[config.mk]
export PLATFORM = sky130hd
export DESIGN_NAME = fcs_top
export DESIGN_NICKNAME = d
export VERILOG_FILES = /design/src/fcs_pkg.sv /design/src/fcs_top.sv /design/src/fcs_clkdiv.sv /design/src/fcs_engine.sv
export VERILOG_INCLUDE_DIRS = /design/src
export SDC_FILE = /design/constraint.sdc
export NUM_CORES = 1
export LEC_CHECK = 0
export BUFFER_PORTS_ARGS = -buffer_cell sky130_fd_sc_hd__buf_2
export CORE_ASPECT_RATIO = 1.2
export CORE_MARGIN = 4
export CORE_UTILIZATION = 46
export CTS_CLUSTER_DIAMETER = 60
export DETAILED_ROUTE_END_ITERATION = 16
export PLACE_DENSITY = 0.73
export SLEW_MARGIN = 20
export SYNTH_ARGS = -nofsm -noshare
export SYNTH_HDL_FRONTEND = slang
export SYNTH_SLANG_ARGS = --single-unit
[constraint.sdc]
create_clock -name pclk -period 2.35 [get_ports pclk]
set_input_delay 0.235 -clock pclk [delete_from_list [all_inputs] [get_ports pclk]]
set_output_delay 0.235 -clock pclk [all_outputs]
set_load 0.005 [all_outputs]
[src/fcs_defines.svh]
// Register offsets, field positions, reset values and command codes for the flash command/status block.
// Assumes inclusion by bare name from package and modules.
`ifndef FCS_DEFINES_SVH
`define FCS_DEFINES_SVH
// Register byte offsets
`define FCS_OFF_STATUS 12'h000
`define FCS_OFF_COMMAND 12'h004
`define FCS_OFF_DIVIDER 12'h008
`define FCS_OFF_ARRAY 12'h010
`define FCS_OFF_CTRL 12'h00c
// Status field positions
`define FCS_BIT_CBEF 7
`define FCS_BIT_CCF 6
`define FCS_BIT_PVIOL 5
`define FCS_BIT_ACCERR 4
`define FCS_BIT_BLANK 2
// Divider field
`define FCS_DIV_W 7
`define FCS_DIV_RESET 7'h00
// Command codes
`define FCS_CMD_VERIFY 7'h05
`define FCS_CMD_PROG 7'h20
`define FCS_CMD_BURST 7'h25
`define FCS_CMD_SECTOR 7'h40
`define FCS_CMD_MASS 7'h41
`define FCS_CMD_RESET 7'h00
// Operation length in timing-clock ticks
`define FCS_OP_TICKS 8'h08
`endif

[src/fcs_pkg.sv]
// Types shared by the flash command/status block.
// Assumes fcs_defines.svh on the include path.
`include "fcs_defines.svh"
package fcs_pkg;
  typedef enum logic [1:0] {
    FCS_SEQ_IDLE,
    FCS_SEQ_ADDR,
    FCS_SEQ_CMD
  } fcs_seq_t;
  // One buffered command
  typedef struct packed {
    logic [6:0] code;
    logic [31:0] addr;
  } fcs_cmd_t;
  // Status flag bundle
  typedef struct packed {
    logic cbef;
    logic ccf;
    logic pviol;
    logic accerr;
    logic blank;
  } fcs_flags_t;
endpackage

[src/fcs_top.sv]
// Flash command and status register block with an APB slave.
// Assumes a 125 MHz pclk, protection decision and stop request from outside.
//
// Functional notes
// Buffer-empty flag bit 7 clears on write of 1; 0 leaves it.
// Writing 0 to buffer-empty mid-sequence aborts and sets access error.
// Writing 0 to buffer-empty outside a sequence sets no error.
// Buffer-empty reads 1 when a command fits, 0 when full.
// Complete flag bit 6 clears with buffer-empty, sets when all done.
// Complete stays clear when a burst follows a finished program.
// Writes to complete ignored; reads 0 busy, 1 done.
// Protection flag bit 5 sets on protected target; write 1 clears.
// Protection flag set blocks new sequences and launches.
// Access error bit 4 sets on sequence fault, bad code, or stop.
// Access error clears on write of 1; 0 ignored.
// Access error set blocks new sequences and launches.
// Blank flag bit 2 gives erase-verify result at completion.
// Blank clears on a valid launch; software writes ignored.
// Status bits 3,1,0 read zero; blank is read-only.
// Command code bits 6..0 writable in sequence; bit 7 reads 0.
// Codes 0x05 verify, 0x20 program, 0x25 burst accepted.
// Codes 0x40 sector erase, 0x41 mass erase accepted.
// Any other code sets access error.
// Operations timed by a divided-down timing clock.
// Without a divider write since reset, a launch errors, no run.
// Software writes address, code, then 1 to buffer-empty.
// Any change of protected data sets the protection flag.
// Reset: buffer-empty and complete read 1, others 0.
//
// Decided for this implementation: the APB register port and the address map.
`timescale 1ns/10ps
`include "fcs_defines.svh"
module fcs_top #(
  parameter logic [7:0] OP_TICKS = `FCS_OP_TICKS
) (
  // APB slave
  input wire logic pclk,
  input wire logic presetn,
  input wire logic psel,
  input wire logic penable,
  input wire logic pwrite,
  input wire logic [11:0] paddr,
  input wire logic [31:0] pwdata,
  output logic [31:0] prdata,
  output logic pready,
  output logic pslverr,
  // Array side status
  input wire logic addr_protected,
  input wire logic array_blank,
  input wire logic cpu_stop,
  // Engine state
  output logic flash_busy,
  output logic flash_timing_clock
);
  fcs_pkg::fcs_flags_t flags;
  fcs_pkg::fcs_seq_t seq;
  logic [6:0] flash_command;
  logic [31:0] seq_addr;
  logic [`FCS_DIV_W-1:0] clock_divider_setting;
  logic prescale8;
  logic div_loaded;
  logic wr;
  logic rd;
  logic wr_status;
  logic wr_cmd;
  logic wr_array;
  logic blocked;
  logic launch_req;
  logic launch;
  logic abort;
  logic eng_ready;
  logic eng_busy;
  logic eng_done;
  logic eng_verify;
  logic set_accerr;
  logic set_pviol;
  logic code_ok;
  logic seq_fault;
  fcs_pkg::fcs_cmd_t cmd;

  // Command code legality, shared by write check and sequence tracker
  function automatic logic fcs_code_valid(input logic [6:0] c);
    case (c)
      `FCS_CMD_VERIFY, `FCS_CMD_PROG, `FCS_CMD_BURST: fcs_code_valid = 1'b1;
      `FCS_CMD_SECTOR, `FCS_CMD_MASS: fcs_code_valid = 1'b1;
      default: fcs_code_valid = 1'b0;
    endcase
  endfunction

  // Zero-wait APB: every access completes in its first access cycle
  assign pready = 1'b1;
  assign pslverr = 1'b0;
  assign wr = psel && penable && pwrite;
  assign rd = psel && !pwrite;
  assign wr_status = wr && (paddr == `FCS_OFF_STATUS);
  assign wr_cmd = wr && (paddr == `FCS_OFF_COMMAND);
  assign wr_array = wr && (paddr == `FCS_OFF_ARRAY);
  assign blocked = flags.pviol || flags.accerr;
  assign code_ok = fcs_code_valid(pwdata[6:0]);
  // Out-of-order writes inside a sequence; reads stay allowed
  assign seq_fault = ((seq != fcs_pkg::FCS_SEQ_IDLE) && wr_array) || ((seq == fcs_pkg::FCS_SEQ_CMD) && wr_cmd) ||
                     ((seq == fcs_pkg::FCS_SEQ_ADDR) && wr_status && pwdata[`FCS_BIT_CBEF]);

  // Launch and abort decode from the status write
  assign launch_req = wr_status && pwdata[`FCS_BIT_CBEF] && (seq == fcs_pkg::FCS_SEQ_CMD);
  assign launch = launch_req && !blocked && div_loaded && eng_ready;
  assign abort = wr_status && !pwdata[`FCS_BIT_CBEF] && (seq != fcs_pkg::FCS_SEQ_IDLE);
  assign cmd = '{code: flash_command, addr: seq_addr};
  assign flash_busy = eng_busy;

  // Error sources gathered for the flag process
  always_comb begin
    set_accerr = 1'b0;
    if (abort) begin
      set_accerr = 1'b1;
    end
    if (wr_cmd && (seq == fcs_pkg::FCS_SEQ_ADDR) && !code_ok) begin
      set_accerr = 1'b1;
    end
    if (launch_req && !div_loaded) begin
      set_accerr = 1'b1;
    end
    if (seq_fault) begin
      set_accerr = 1'b1;
    end
    if (wr_cmd && (seq == fcs_pkg::FCS_SEQ_IDLE)) begin
      set_accerr = 1'b1;
    end
    if (cpu_stop && !flags.ccf) begin
      set_accerr = 1'b1;
    end
  end
  // Protected target seen at the address step
  assign set_pviol = wr_array && addr_protected && (seq == fcs_pkg::FCS_SEQ_IDLE) && !blocked;

  // Command write sequence tracker
  always_ff @(posedge pclk or negedge presetn) begin
    if (!presetn) begin
      seq <= fcs_pkg::FCS_SEQ_IDLE;
      seq_addr <= 32'h0000_0000;
    end else begin
      case (seq)
        fcs_pkg::FCS_SEQ_IDLE: begin
          // Ready slot needed, and no errors standing
          if (wr_array && !blocked && !addr_protected && flags.cbef) begin
            seq <= fcs_pkg::FCS_SEQ_ADDR;
            seq_addr <= pwdata;
          end
        end
        fcs_pkg::FCS_SEQ_ADDR: begin
          if (abort || (wr_cmd && !code_ok) || seq_fault) begin
            seq <= fcs_pkg::FCS_SEQ_IDLE;
          end else if (wr_cmd) begin
            seq <= fcs_pkg::FCS_SEQ_CMD;
          end
        end
        fcs_pkg::FCS_SEQ_CMD: begin
          if (abort || launch_req || wr_cmd || wr_array) begin
            seq <= fcs_pkg::FCS_SEQ_IDLE;
          end
        end
        default: seq <= fcs_pkg::FCS_SEQ_IDLE;
      endcase
    end
  end

  // Command code register, bit 7 not stored
  always_ff @(posedge pclk or negedge presetn) begin
    if (!presetn) begin
      flash_command <= `FCS_CMD_RESET;
    end else if (wr_cmd && (seq == fcs_pkg::FCS_SEQ_ADDR)) begin
      flash_command <= pwdata[6:0];
    end
  end

  // Divider setting and its written-since-reset mark
  always_ff @(posedge pclk or negedge presetn) begin
    if (!presetn) begin
      clock_divider_setting <= `FCS_DIV_RESET;
      prescale8 <= 1'b0;
      div_loaded <= 1'b0;
    end else if (wr && (paddr == `FCS_OFF_DIVIDER)) begin
      clock_divider_setting <= pwdata[`FCS_DIV_W-1:0];
      prescale8 <= pwdata[`FCS_DIV_W];
      div_loaded <= 1'b1;
    end
  end

  // Buffer-empty mirrors engine room; cleared by a launch only
  always_ff @(posedge pclk or negedge presetn) begin
    if (!presetn) begin
      flags.cbef <= 1'b1;
    end else if (launch) begin
      flags.cbef <= 1'b0;
    end else begin
      flags.cbef <= eng_ready;
    end
  end

  // Complete flag: hardware only, software writes ignored
  always_ff @(posedge pclk or negedge presetn) begin
    if (!presetn) begin
      flags.ccf <= 1'b1;
    end else if (launch) begin
      flags.ccf <= 1'b0;
    end else if (eng_done) begin
      flags.ccf <= 1'b1;
    end
  end

  // Blank result: cleared on a valid launch, set at verify end
  always_ff @(posedge pclk or negedge presetn) begin
    if (!presetn) begin
      flags.blank <= 1'b0;
    end else if (eng_verify) begin
      flags.blank <= 1'b1;
    end else if (launch) begin
      flags.blank <= 1'b0;
    end
  end

  // Sticky error flags; a new event beats a same-cycle clear
  always_ff @(posedge pclk or negedge presetn) begin
    if (!presetn) begin
      flags.accerr <= 1'b0;
      flags.pviol <= 1'b0;
    end else begin
      if (set_accerr) begin
        flags.accerr <= 1'b1;
      end else if (wr_status && pwdata[`FCS_BIT_ACCERR]) begin
        flags.accerr <= 1'b0;
      end
      if (set_pviol) begin
        flags.pviol <= 1'b1;
      end else if (wr_status && pwdata[`FCS_BIT_PVIOL]) begin
        flags.pviol <= 1'b0;
      end
    end
  end

  // Read mux; unmapped reads return zero
  always_ff @(posedge pclk or negedge presetn) begin
    if (!presetn) begin
      prdata <= 32'h0000_0000;
    end else if (rd && !penable) begin
      case (paddr)
        `FCS_OFF_STATUS: prdata <= {24'h00_0000, flags.cbef, flags.ccf, flags.pviol, flags.accerr,
                                    1'b0, flags.blank, 2'b00};
        `FCS_OFF_COMMAND: prdata <= {25'h000_0000, flash_command};
        `FCS_OFF_DIVIDER: prdata <= {24'h00_0000, prescale8, clock_divider_setting};
        `FCS_OFF_CTRL: prdata <= {30'h0000_0000, div_loaded, eng_busy};
        default: prdata <= 32'h0000_0000;
      endcase
    end
  end

  // Timing clock enable from the bus clock
  fcs_clkdiv #(
    .DIV_W(`FCS_DIV_W)
  ) u_div (
    .pclk(pclk),
    .presetn(presetn),
    .div(clock_divider_setting),
    .prescale8(prescale8),
    .tick(flash_timing_clock)
  );

  // Operation engine with two-stage store
  fcs_engine #(
    .OP_TICKS(OP_TICKS)
  ) u_eng (
    .pclk(pclk),
    .presetn(presetn),
    .launch(launch),
    .cmd(cmd),
    .ready(eng_ready),
    .tick(flash_timing_clock),
    .array_blank(array_blank),
    .busy(eng_busy),
    .done(eng_done),
    .verify_done(eng_verify)
  );
endmodule

[src/fcs_clkdiv.sv]
// Divider making the flash timing clock enable from the bus clock.
// Assumes divide setting held stable by the register file.
`timescale 1ns/10ps
module fcs_clkdiv #(
  parameter int DIV_W = 7
) (
  // Clock and reset
  input wire logic pclk,
  input wire logic presetn,
  // Control
  input wire logic [DIV_W-1:0] div,
  input wire logic prescale8,
  // Timing clock enable
  output logic tick
);
  logic [2:0] pre;
  logic [DIV_W-1:0] cnt;
  logic pre_en;
  // Optional divide by eight ahead of the main counter
  assign pre_en = !prescale8 || (pre == 3'h7);
  always_ff @(posedge pclk or negedge presetn) begin
    if (!presetn) begin
      pre <= 3'h0;
    end else begin
      pre <= pre + 3'h1;
    end
  end
  // Divide by div+1, one-cycle pulse per period
  always_ff @(posedge pclk or negedge presetn) begin
    if (!presetn) begin
      cnt <= '0;
      tick <= 1'b0;
    end else begin
      tick <= 1'b0;
      if (pre_en) begin
        if (cnt >= div) begin
          cnt <= '0;
          tick <= 1'b1;
        end else begin
          cnt <= cnt + 1'b1;
        end
      end
    end
  end
endmodule

[src/fcs_engine.sv]
// Program/erase engine with a two-stage command store and tick-timed operation.
// Assumes launches only when ready is high; timing ticks from fcs_clkdiv.
`timescale 1ns/10ps
`include "fcs_defines.svh"
module fcs_engine #(
  parameter logic [7:0] OP_TICKS = `FCS_OP_TICKS
) (
  // Clock and reset
  input wire logic pclk,
  input wire logic presetn,
  // Launch side
  input wire logic launch,
  input wire fcs_pkg::fcs_cmd_t cmd,
  output logic ready,
  // Timing and array result
  input wire logic tick,
  input wire logic array_blank,
  // Completion
  output logic busy,
  output logic done,
  output logic verify_done
);
  fcs_pkg::fcs_cmd_t act;
  fcs_pkg::fcs_cmd_t pend;
  logic act_v;
  logic pend_v;
  logic [7:0] cnt;
  logic finish;
  assign finish = act_v && tick && (cnt == OP_TICKS - 8'h01);
  // Pending slot takes any command behind an active command
  assign ready = !pend_v;
  assign busy = act_v || pend_v;
  always_ff @(posedge pclk or negedge presetn) begin
    if (!presetn) begin
      act <= '0;
      pend <= '0;
      act_v <= 1'b0;
      pend_v <= 1'b0;
      cnt <= 8'h00;
      done <= 1'b0;
      verify_done <= 1'b0;
    end else begin
      done <= 1'b0;
      verify_done <= 1'b0;
      if (act_v && tick) begin
        cnt <= cnt + 8'h01;
      end
      if (finish) begin
        cnt <= 8'h00;
        verify_done <= (act.code == `FCS_CMD_VERIFY) && array_blank;
        if (pend_v || launch) begin
          // Next command taken from the pending slot or the same-cycle launch: no completion pulse
          act <= pend_v ? pend : cmd;
          pend_v <= pend_v && launch;
          pend <= cmd;
        end else begin
          act_v <= 1'b0;
          done <= 1'b1;
        end
      end else if (launch) begin
        if (!act_v) begin
          act <= cmd;
          act_v <= 1'b1;
          cnt <= 8'h00;
        end else begin
          pend <= cmd;
          pend_v <= 1'b1;
        end
      end
    end
  end
endmodule

# [After elaboration in Yosys (flattened, before gate mapping)]
# Index checks and enable logic that the tools add are counted.
[totals] reg_bits=156 inputBits=52 output_inout_bits=36 word_cells=168
[op_classes] add_sub_neg=3 order_cmp=1 eq_ne=20 mux=48 reduce_logical=73
[op_table] op="39-bit 2-to-1 mux" count=9
[op_table] op="1-bit logical AND" count=37
[op_table] op="8-bit 2-to-1 mux" count=4
[op_table] op="8-bit case mux with 4 select lines" count=1
[op_table] op="1-bit 2-to-1 mux" count=28
[op_table] op="12-bit by 4-bit == test with 1-bit output (second input constant)" count=2
[op_table] op="7-bit by 3-bit == test with 1-bit output (second input constant)" count=2
[op_table] op="7-bit by 6-bit == test with 1-bit output (second input constant)" count=2
[op_table] op="7-bit == test (second input constant)" count=2
[op_table] op="2-bit nonzero test" count=7
[op_table] op="12-bit by 3-bit == test with 1-bit output (second input constant)" count=1
[op_table] op="12-bit by 5-bit == test with 1-bit output (second input constant)" count=1
[op_table] op="12-bit zero test" count=1
[op_table] op="1-bit logical OR" count=11
[op_table] op="1-bit zero test" count=10
[op_table] op="3-bit AND reduction" count=3
[op_table] op="8-bit by 1-bit adder with 8-bit output (second input constant)" count=1
[op_table] op="8-bit by 3-bit == test with 1-bit output (second input constant)" count=1
[op_table] op="2-bit 2-to-1 mux" count=4
[op_table] op="7-bit by 1-bit adder with 7-bit output (second input constant)" count=1
[op_table] op="7-bit greater-or-equal comparator" count=1
[op_table] op="7-bit 2-to-1 mux" count=1
[op_table] op="2-bit inequality test (second input constant)" count=3
[op_table] op="2-bit case mux with 3 select lines" count=1
[op_table] op="9 further kinds" count=11

# [Longest topological paths before layout]
# Gate-level depths: netlist of the first run.
[depth] depth_word=12 mapped_depth=7 mapped_depth_nobuf=7

# [Modules after synthesis]
# From an unflattened synthesis of the first run, not the netlist that was laid out.
[unflattened] cells_unflattened=399 area_unflattened_um2=4958.5
[modules_own_cells] module="fcs_top" instances=1 cells_per_inst=239 area_each_um2=3015.4 seq_area_each_um2=1579.0
[modules_own_cells] module="fcs_engine" instances=1 cells_per_inst=96 area_each_um2=1262.5 seq_area_each_um2=650.6
[modules_own_cells] module="fcs_clkdiv" instances=1 cells_per_inst=64 area_each_um2=680.7 seq_area_each_um2=275.3

# [Worst setup path after synthesis of the first run]
# OpenSTA, ideal clock, no wires.
[synth_timing] kind="register -> register" start="register u_eng.cnt[6]" end="register u_eng.act[32] (netlist name)" setup_ns=0.125 arrival_time_ns=2.418 required_ns=2.225 slack_ns=-0.193 stages_incl_launch_ff=7 path_buffers=1 period_less_slack_ns=2.543 path_cell_list="dfrtp_1 -> or4_1 -> or3_1 -> clkbuf_1 -> nor2_1 -> mux2_2 -> mux2_2"
[synth_via] elab_chain_cells=4 word_cells_on_any_way=7 classes_between="3 x eq/ne; 1 x mux; 3 x reduce/logical"
[synth_rtl] item="start, declared" line_no="fcs_engine.sv:27" text="logic [7:0] cnt;"
[synth_rtl] item="start signal, assigned" line_no="fcs_engine.sv:46" text="cnt <= cnt + 8'h01;"
[synth_rtl] item="8-bit by 3-bit == test with 1-bit output *" line_no="fcs_engine.sv:29" text="assign finish = act_v && tick && (cnt == OP_TICKS - 8'h01);"
[synth_rtl] item="1-bit logical AND *" line_no="fcs_engine.sv:29"
[synth_rtl] item="2-bit inequality test (no source line) or 2-bit nonzero test (tied branches)"
[synth_rtl] item="3-bit AND reduction (no source line)"
[synth_rtl] item="end signal, assigned" line_no="fcs_engine.sv:53" text="act <= pend_v ? pend : cmd;"
[synth_rtl] item="end signal, assigned" line_no="fcs_engine.sv:62" text="act <= cmd;"
[synth_rtl] item="end, declared" line_no="fcs_engine.sv:23" text="fcs_pkg::fcs_cmd_t act;"
# Every way passes the cells marked *; elsewhere a longest branch is shown, timed or not.
# A chain may end at the register's enable or synchronous reset.

# [Final worst setup path of the first run]
[layout_timing] start="register seq[0]" end="register u_eng.act[35] (netlist name)"
[layout_via] elab_chain_cells=8 word_cells_on_any_way=9 classes_between="2 x eq/ne; 7 x reduce/logical"
[layout_rtl] item="start, declared" line_no="fcs_top.sv:56" text="fcs_pkg::fcs_seq_t seq;"
[layout_rtl] item="start signal, assigned" line_no="fcs_top.sv:139" text="seq <= fcs_pkg::FCS_SEQ_IDLE;"
[layout_rtl] item="start signal, assigned" line_no="fcs_top.sv:146" text="seq <= fcs_pkg::FCS_SEQ_ADDR;"
[layout_rtl] item="start signal, assigned" line_no="fcs_top.sv:152" text="seq <= fcs_pkg::FCS_SEQ_IDLE;"
[layout_rtl] item="2-bit == test *" line_no="fcs_top.sv:105" text="assign launch_req = wr_status && pwdata[`FCS_BIT_CBEF] && (seq == fcs_pkg::FCS_SEQ_CMD);"
[layout_rtl] item="1-bit logical AND *" line_no="fcs_top.sv:105"
[layout_rtl] item="1-bit logical AND * (3 in a row)" line_no="fcs_top.sv:106" text="assign launch = launch_req && !blocked && div_loaded && eng_ready;"
[layout_rtl] item="1-bit logical OR" line_no="fcs_engine.sv:51" text="if (pend_v || launch) begin"
[layout_rtl] item="2-bit inequality test (no source line)"
[layout_rtl] item="3-bit AND reduction (no source line) *"
# Marks and branches as above.

==> results of run 1 <==
cell type report:
cell class,count,area [sq um]
clock inverters,5,30.0
fillers,706,3390
multi-input cells,249,1770
clock buffers,10,128
inverters,16,60.1
well taps,92,115
flip-flops and latches,68,1700
repair buffers,70,473
registers in the layout (all words and copies together) (netlist names):
register and flops:
u_eng.done 1, u_div.cnt 7, u_eng.cnt 8, flags 5
div_loaded 1, prdata 8, u_eng.pend_v 1, u_eng.act 7
clock_divider_setting 7, prescale8 1, u_eng.verify_done 1, u_eng.pend 7
seq 2, u_div.pre 3, flash_command 7, u_div.tick 1
u_eng.act_v 1
routing by layer:
| layer | part of all wire, % | wire length (um) |
|---|---|---|
| met4 | 1.5 | 116 |
| met1 | 42 | 3310 |
| met3 | 3.8 | 301 |
| met5 | 0 | 0 |
| met2 | 53 | 4160 |
cells by family (layout without fill, tap and decap cells):
kind of cell | count (synthesis) | in the layout | synth area share (%)
xor+xnor | 7 | 7 | 1.70
flops | 68 | 68 | 47.3
mux | 38 | 38 | 11.8
simple gates | 115 | 115 | 17.1
other cells | 2 | 26 | 0.209
compound gates | 52 | 52 | 10.1
buf+inv | 49 | 101 | 7.89
fa+ha+maj | 11 | 11 | 3.82
synth_stat cells, types with 2 or more instances:
cell / number
or3_1: 6
inv_1: 16
nor4_1: 6
nand2b_1: 8
or2_2: 3
ha_1: 11
o21ai_0: 13
mux2i_1: 2
nand2_1: 24
a21oi_1: 9
a22oi_1: 7
a211oi_1: 2
clkbuf_1: 5
nand4_1: 2
a21o_1: 3
o21ai_2: 2
a222oi_1: 3
or4_1: 5
xnor2_1: 4
conb_1: 2
xor2_1: 3
nor3_1: 5
nor2_1: 30
and2_1: 3
buf_4: 26
nand3_1: 8
and3_1: 2
nor2b_1: 2
dfrtp_1: 66
nor4b_1: 2
dfstp_2: 2
mux2_2: 36
o31ai_1: 2
a2111oi_0: 2
critical path, cell delays in order (launching register included):
cell and delay (ns):
dfrtp_1 0.38, or4bb_1 0.49, or4_4 0.53, o31a_1 0.31
a21oi_4 0.16, buf_12 0.15, mux2_4 0.30
power groups by stage:
stage	clock, mW	sequential, mW	combinational (mW)
finish	0.803	1.28	0.329
global route	0.885	1.29	0.377
CTS	0.829	1.28	0.329
detailed placement	0	1.30	0.321
global placement	0	1.30	0.311
floorplan	0	1.30	0.208
metrics by stage:
stage,util [%],power [mW]
after floorplan,-,1.50
after global placement,53.0,1.61
after detailed placement,53.0,1.62
after CTS,55.4,2.44
after global routing,55.8,2.55
final,55.8,2.41
worst max-delay path by stage:
stage	start	slack, ns	end	cells past startpoint
after floorplan	seq[0]	-0.09	u_eng.act[32]	5
after global placement	paddr[4]	-0.09	u_eng.act[34]	7
after detailed placement	paddr[3]	-0.14	u_eng.act[33]	7
after CTS	seq[0]	-0.12	u_eng.act[33]	6
after global routing	seq[0]	-0.11	u_eng.act[33]	6
final	seq[0]	-0.07	u_eng.act[35]	6
repair_timing:
action                     in CTS  in global routing
gates cloned                    0                  0
pin swaps                       2                  1
gates resized for setup         1                  3
setup buffers                   1                  2
hold buffers                    1                  0
hold endpoints to repair       32                  0
setup endpoints to repair      22                 23
==> impl_metrics.env, run 1 <==
export IMPL_core_sq_um=7660
export IMPL_htreeDepth=3
export IMPL_r2r_slack_ns=-0.07
export IMPL_boundaryPins=88
export IMPL_seqPwrFrac_pct=53.0
export IMPL_switching_share_pct=27.9
export IMPL_clockBufferDepth=2
export IMPL_placed_cells=491
export IMPL_portBuffers=37
export IMPL_p_switching_mw=0.673
export IMPL_fin_skew_ns=0.00974
export IMPL_dieArea_sq_um=9310
export IMPL_antenna_left=0
export IMPL_synth_top_area_share_pct=45.9
export IMPL_drtIter0Drc=111
export IMPL_ys_types=54
export IMPL_dieWidth_um=88.8
export IMPL_grt_pass1_wl_um=13000
export IMPL_required_ns=2.58
export IMPL_synth_warnings=0
export IMPL_violations="negative setup slack"
export IMPL_dp_hpwl_um=6080
export IMPL_rr_worst_depth=6
export IMPL_critPathMaxFanout=7
export IMPL_setup_ws_ns=-0.0683
export IMPL_drc=0
export IMPL_yosysSeqAreaShare_pct=47.3
export IMPL_end_kind="flop"
export IMPL_tritoncts="built"
export IMPL_r2r_start="seq[0]"
export IMPL_min_from="pwdata[3]"
export IMPL_synth_area_top_cells="dfrtp_1 46%, mux2_2 11%, buf_4 5.4%"
export IMPL_rsz0062_at_grt="yes"
export IMPL_n_antenna_cell=0
export IMPL_whs_ns=0.166
export IMPL_die_h_um=105
export IMPL_cp_arrival_ns=2.65
export IMPL_stdcell_area_sq_um=4280
export IMPL_initial_core_util_pct=47.0
export IMPL_hold_class="in -> reg"
export IMPL_clockPowerShare_pct=33.3
export IMPL_yosys_most_used_dff="dfrtp_1"
export IMPL_busiest_layer="met2"
export IMPL_whs_path_depth=2
export IMPL_synth_area_sq_um=3600
export IMPL_area_growth_pct=18.8
export IMPL_postSynthAreaPerCell_sq_um=10.5
export IMPL_synth_seq_cells=68
export IMPL_p_int_mw=1.74
export IMPL_final_cells=510
export IMPL_vias=2713
export IMPL_grt_pass1_vias=2679
export IMPL_p_leak_nw=2.03
export IMPL_grtUsageTotal_pct=18.0
export IMPL_cts_sinks=68
export IMPL_synth_edf_count=0
export IMPL_relSlewSlack_pct=50.5
export IMPL_wirelength_um=7890
export IMPL_timing_rr_end="u_eng.act[35]"
export IMPL_cts_clk_slew_worst_paths_ns=0.07
export IMPL_rows=35
export IMPL_final_common_cell="dfrtp_1"
export IMPL_fin_crit_ns=2.42
export IMPL_fmax_ghz=0.414
export IMPL_p_per_area_nw_per_um2=564
export IMPL_finalHoldViolations=0
export IMPL_grt_use_met1_pct=22.8
export IMPL_worstSetupPathType="reg -> reg"
export IMPL_drv_cap=0
export IMPL_startpoint_type="flop"
export IMPL_status="finished with violations"
export IMPL_grt_max_degree=37
export IMPL_mostFrequentLayoutCells="66 x dfrtp_1, 37 x buf_2, 29 x nor2_1, 29 x mux2_2, 29 x buf_4"
export IMPL_nets=477
export IMPL_insertion_delay_ns=0.35
export IMPL_overflow=0
export IMPL_async_flop_share_pct=100
export IMPL_netlist_instances=342
export IMPL_wire_per_inst_um=15.5
export IMPL_final_max_slew_viol_count=0
export IMPL_antenna_found_initial=0
export IMPL_post_route_period_util_pct=103
export IMPL_place_area_sq_um=4060
export IMPL_whs_endpoint="flash_command[3]"
export IMPL_routed_via_density=5.32
export IMPL_layout_drive_gt1_share_pct=32.3
export IMPL_met3_usage_pct=4.73
export IMPL_met2_usage_pct=29.8
export IMPL_clock_root_buffer="clkbuf_8"
export IMPL_pre_cts_ws_ns=-0.137
export IMPL_p_comb_share_pct=13.6
export IMPL_gp_congestion=0.873
export IMPL_numCtsBuffers=9
export IMPL_synth_top_area_cell="dfrtp_1"
export IMPL_firstDrtPassIters=4
export IMPL_setup_viol=7
export IMPL_finalSetupTns_ns=-0.448
export IMPL_tightestPinTransition_ns=0.742
export IMPL_peakVddDrop_uv=424
(Power assumes the default switching activity.)
==> run 2: changes to the inputs <==
--- a/config.mk
+++ b/config.mk
@@ -12,8 +12,9 @@
 export CORE_UTILIZATION = 46
 export CTS_CLUSTER_DIAMETER = 60
 export DETAILED_ROUTE_END_ITERATION = 16
-export PLACE_DENSITY = 0.73
+export PLACE_DENSITY = 0.7
 export SLEW_MARGIN = 20
 export SYNTH_ARGS = -nofsm -noshare
 export SYNTH_HDL_FRONTEND = slang
+export SYNTH_HIERARCHICAL = 1
 export SYNTH_SLANG_ARGS = --single-unit
==> impl_metrics.env, run 2 <==
export IMPL_core_sq_um=7840
export IMPL_routed_via_density=5.38
export IMPL_wire_per_inst_um=16.2
export IMPL_reg_top3="prdata x8, u_eng/cnt x8"
export IMPL_crit_path_max_incr_delay_ns=0.45
export IMPL_initial_core_util_pct=48.0
export IMPL_drtIter0Drc=104
export IMPL_critPathMaxFanout=7
export IMPL_vias=2567
export IMPL_antenna_left=0
export IMPL_fin_crit_ns=2.10
export IMPL_boundaryPins=88
export IMPL_antenna_found_initial=0
export IMPL_drv_cap=0
export IMPL_layout_drive_gt1_share_pct=31.4
export IMPL_fin_skew_ns=0.0104
export IMPL_fmax_ghz=0.477
export IMPL_setup_viol=0
export IMPL_area_growth_pct=12.5
export IMPL_finalSetupTns_ns=0
export IMPL_clock_root_buffer="clkbuf_8"
export IMPL_grtUsageTotal_pct=17.0
export IMPL_insertion_delay_ns=0.34
export IMPL_cts_sinks=68
export IMPL_netlist_instances=333
export IMPL_die_h_um=107
export IMPL_whs_path_depth=2
export IMPL_end_kind="flop"
export IMPL_cts_clk_slew_worst_paths_ns=0.08
export IMPL_worstSetupPathType="reg -> reg"
export IMPL_placed_cells=460
export IMPL_final_common_cell="dfrtp_1"
export IMPL_cts_setup_buffers=0
export IMPL_rows=35
export IMPL_cp_arrival_ns=2.32
export IMPL_postSynthAreaPerCell_sq_um=11.3
export IMPL_p_total_mw=2.44
export IMPL_cp_slowest_cell="dfrtp_1"
export IMPL_startpoint_type="flop"
export IMPL_path_cells="and3b_1 -> and3_1 -> nand4_1 -> inv_1 -> inv_1 -> a21bo_1 -> mux2_4"
export IMPL_setup_ws_ns=0.254
export IMPL_min_from="pwdata[1]"
export IMPL_firstDrtPassIters=4
export IMPL_p_per_area_nw_per_um2=577
export IMPL_gp_congestion=0.805
export IMPL_relSlewSlack_pct=48.8
export IMPL_cp_common_cell="inv_1"
export IMPL_p_leak_nw=2.12
export IMPL_dp_hpwl_um=5840
export IMPL_synth_warnings=6
export IMPL_wirelength_um=7740
export IMPL_rr_worst_depth=7
export IMPL_required_ns=2.57
export IMPL_finalHoldViolations=0
export IMPL_hold_class="in -> reg"
export IMPL_dieArea_sq_um=9710
export IMPL_clockBufferDepth=2
export IMPL_n_antenna_cell=0
export IMPL_overflow=0
export IMPL_pre_cts_ws_ns=-0.0155
export IMPL_final_max_slew_viol_count=0
export IMPL_grt_max_degree=37
export IMPL_tritoncts="built"
export IMPL_grt_pass1_vias=2631
export IMPL_htreeDepth=3
export IMPL_r2r_start="seq[0]"
export IMPL_peakVddDrop_uv=239
export IMPL_critical_path_startpoint="seq[0]"
export IMPL_fin_util_pct=54.0
export IMPL_place_area_sq_um=3990
export IMPL_rsz0062_at_grt="no"
export IMPL_portBuffers=37
export IMPL_final_cells=477
export IMPL_synth_area_sq_um=3770
export IMPL_dieWidth_um=90.6
export IMPL_grt_pass1_wl_um=13100
export IMPL_stdcell_area_sq_um=4240
export IMPL_drc=0
export IMPL_post_route_period_util_pct=89.2
export IMPL_tightestPinTransition_ns=0.768
export IMPL_status="complete, no violations"
export IMPL_numCtsBuffers=9
export IMPL_whs_ns=0.157
export IMPL_mostFrequentLayoutCells="66 x dfrtp_1, 37 x buf_2, 31 x mux2_2"
export IMPL_nets=443
run 2: area by class of cell:
cell class              instances  area [sq um]
fillers                       678          3600
well taps                      92           115
flip-flops and latches         68          1700
clock buffers                  10           128
inverters                      16          60.1
multi-input cells             239          1850
repair buffers                 46           268
clock inverters                 6           113
run 2: path summary, 6_finish.rpt:
kind / slack (ns) / endpoint
worst min register to register: 0.43 / u_div/pre[0]
min in group asynchronous: 0.50 / prdata[7]
worst max-delay path: 0.25 / u_eng/pend[32]
worst max register to register: 0.25 / u_eng/pend[32]
worst min-delay path: 0.16 / clock_divider_setting[1]
max in group asynchronous: 1.14 / flags[3]
run 2: routing by layer:
| metal | wire length [um] | vias up | share of wire (%) | GRT usage, % |
|---|---|---|---|---|
| li1 | - | 1228 | - | - |
| met1 | 3330 | 1277 | 43 | 21.4 |
| met2 | 3980 | 52 | 51 | 28.8 |
| met3 | 312 | 10 | 4.0 | 4.21 |
| met4 | 116 | 0 | 1.5 | 5.14 |
| met5 | 0 | - | 0 | 0 |
run 2: power by group:
part / leakage [nW] / switching (mW) / internal [mW]
registers: 0.913 / 0.000668 / 1.17
clock network: 0.120 / 0.452 / 0.707
logic: 1.09 / 0.0758 / 0.0382
total: 2.12 / 0.529 / 1.92
run 2: critical path, delay by kind of cell, from the launching register on:
family,cells,cell delay (ns)
AOI/OAI and AO/OA,1,0.34
buffers and inverters,2,0.19
DFF,1,0.45
muxes,1,0.35
and+or+nand+nor,3,0.63
run 2: repair_timing:
item | 4_1_cts | 5_1_grt
hold endpoints to repair | 25 | 0
gates resized for setup | 0 | 0
hold buffers | 1 | 0
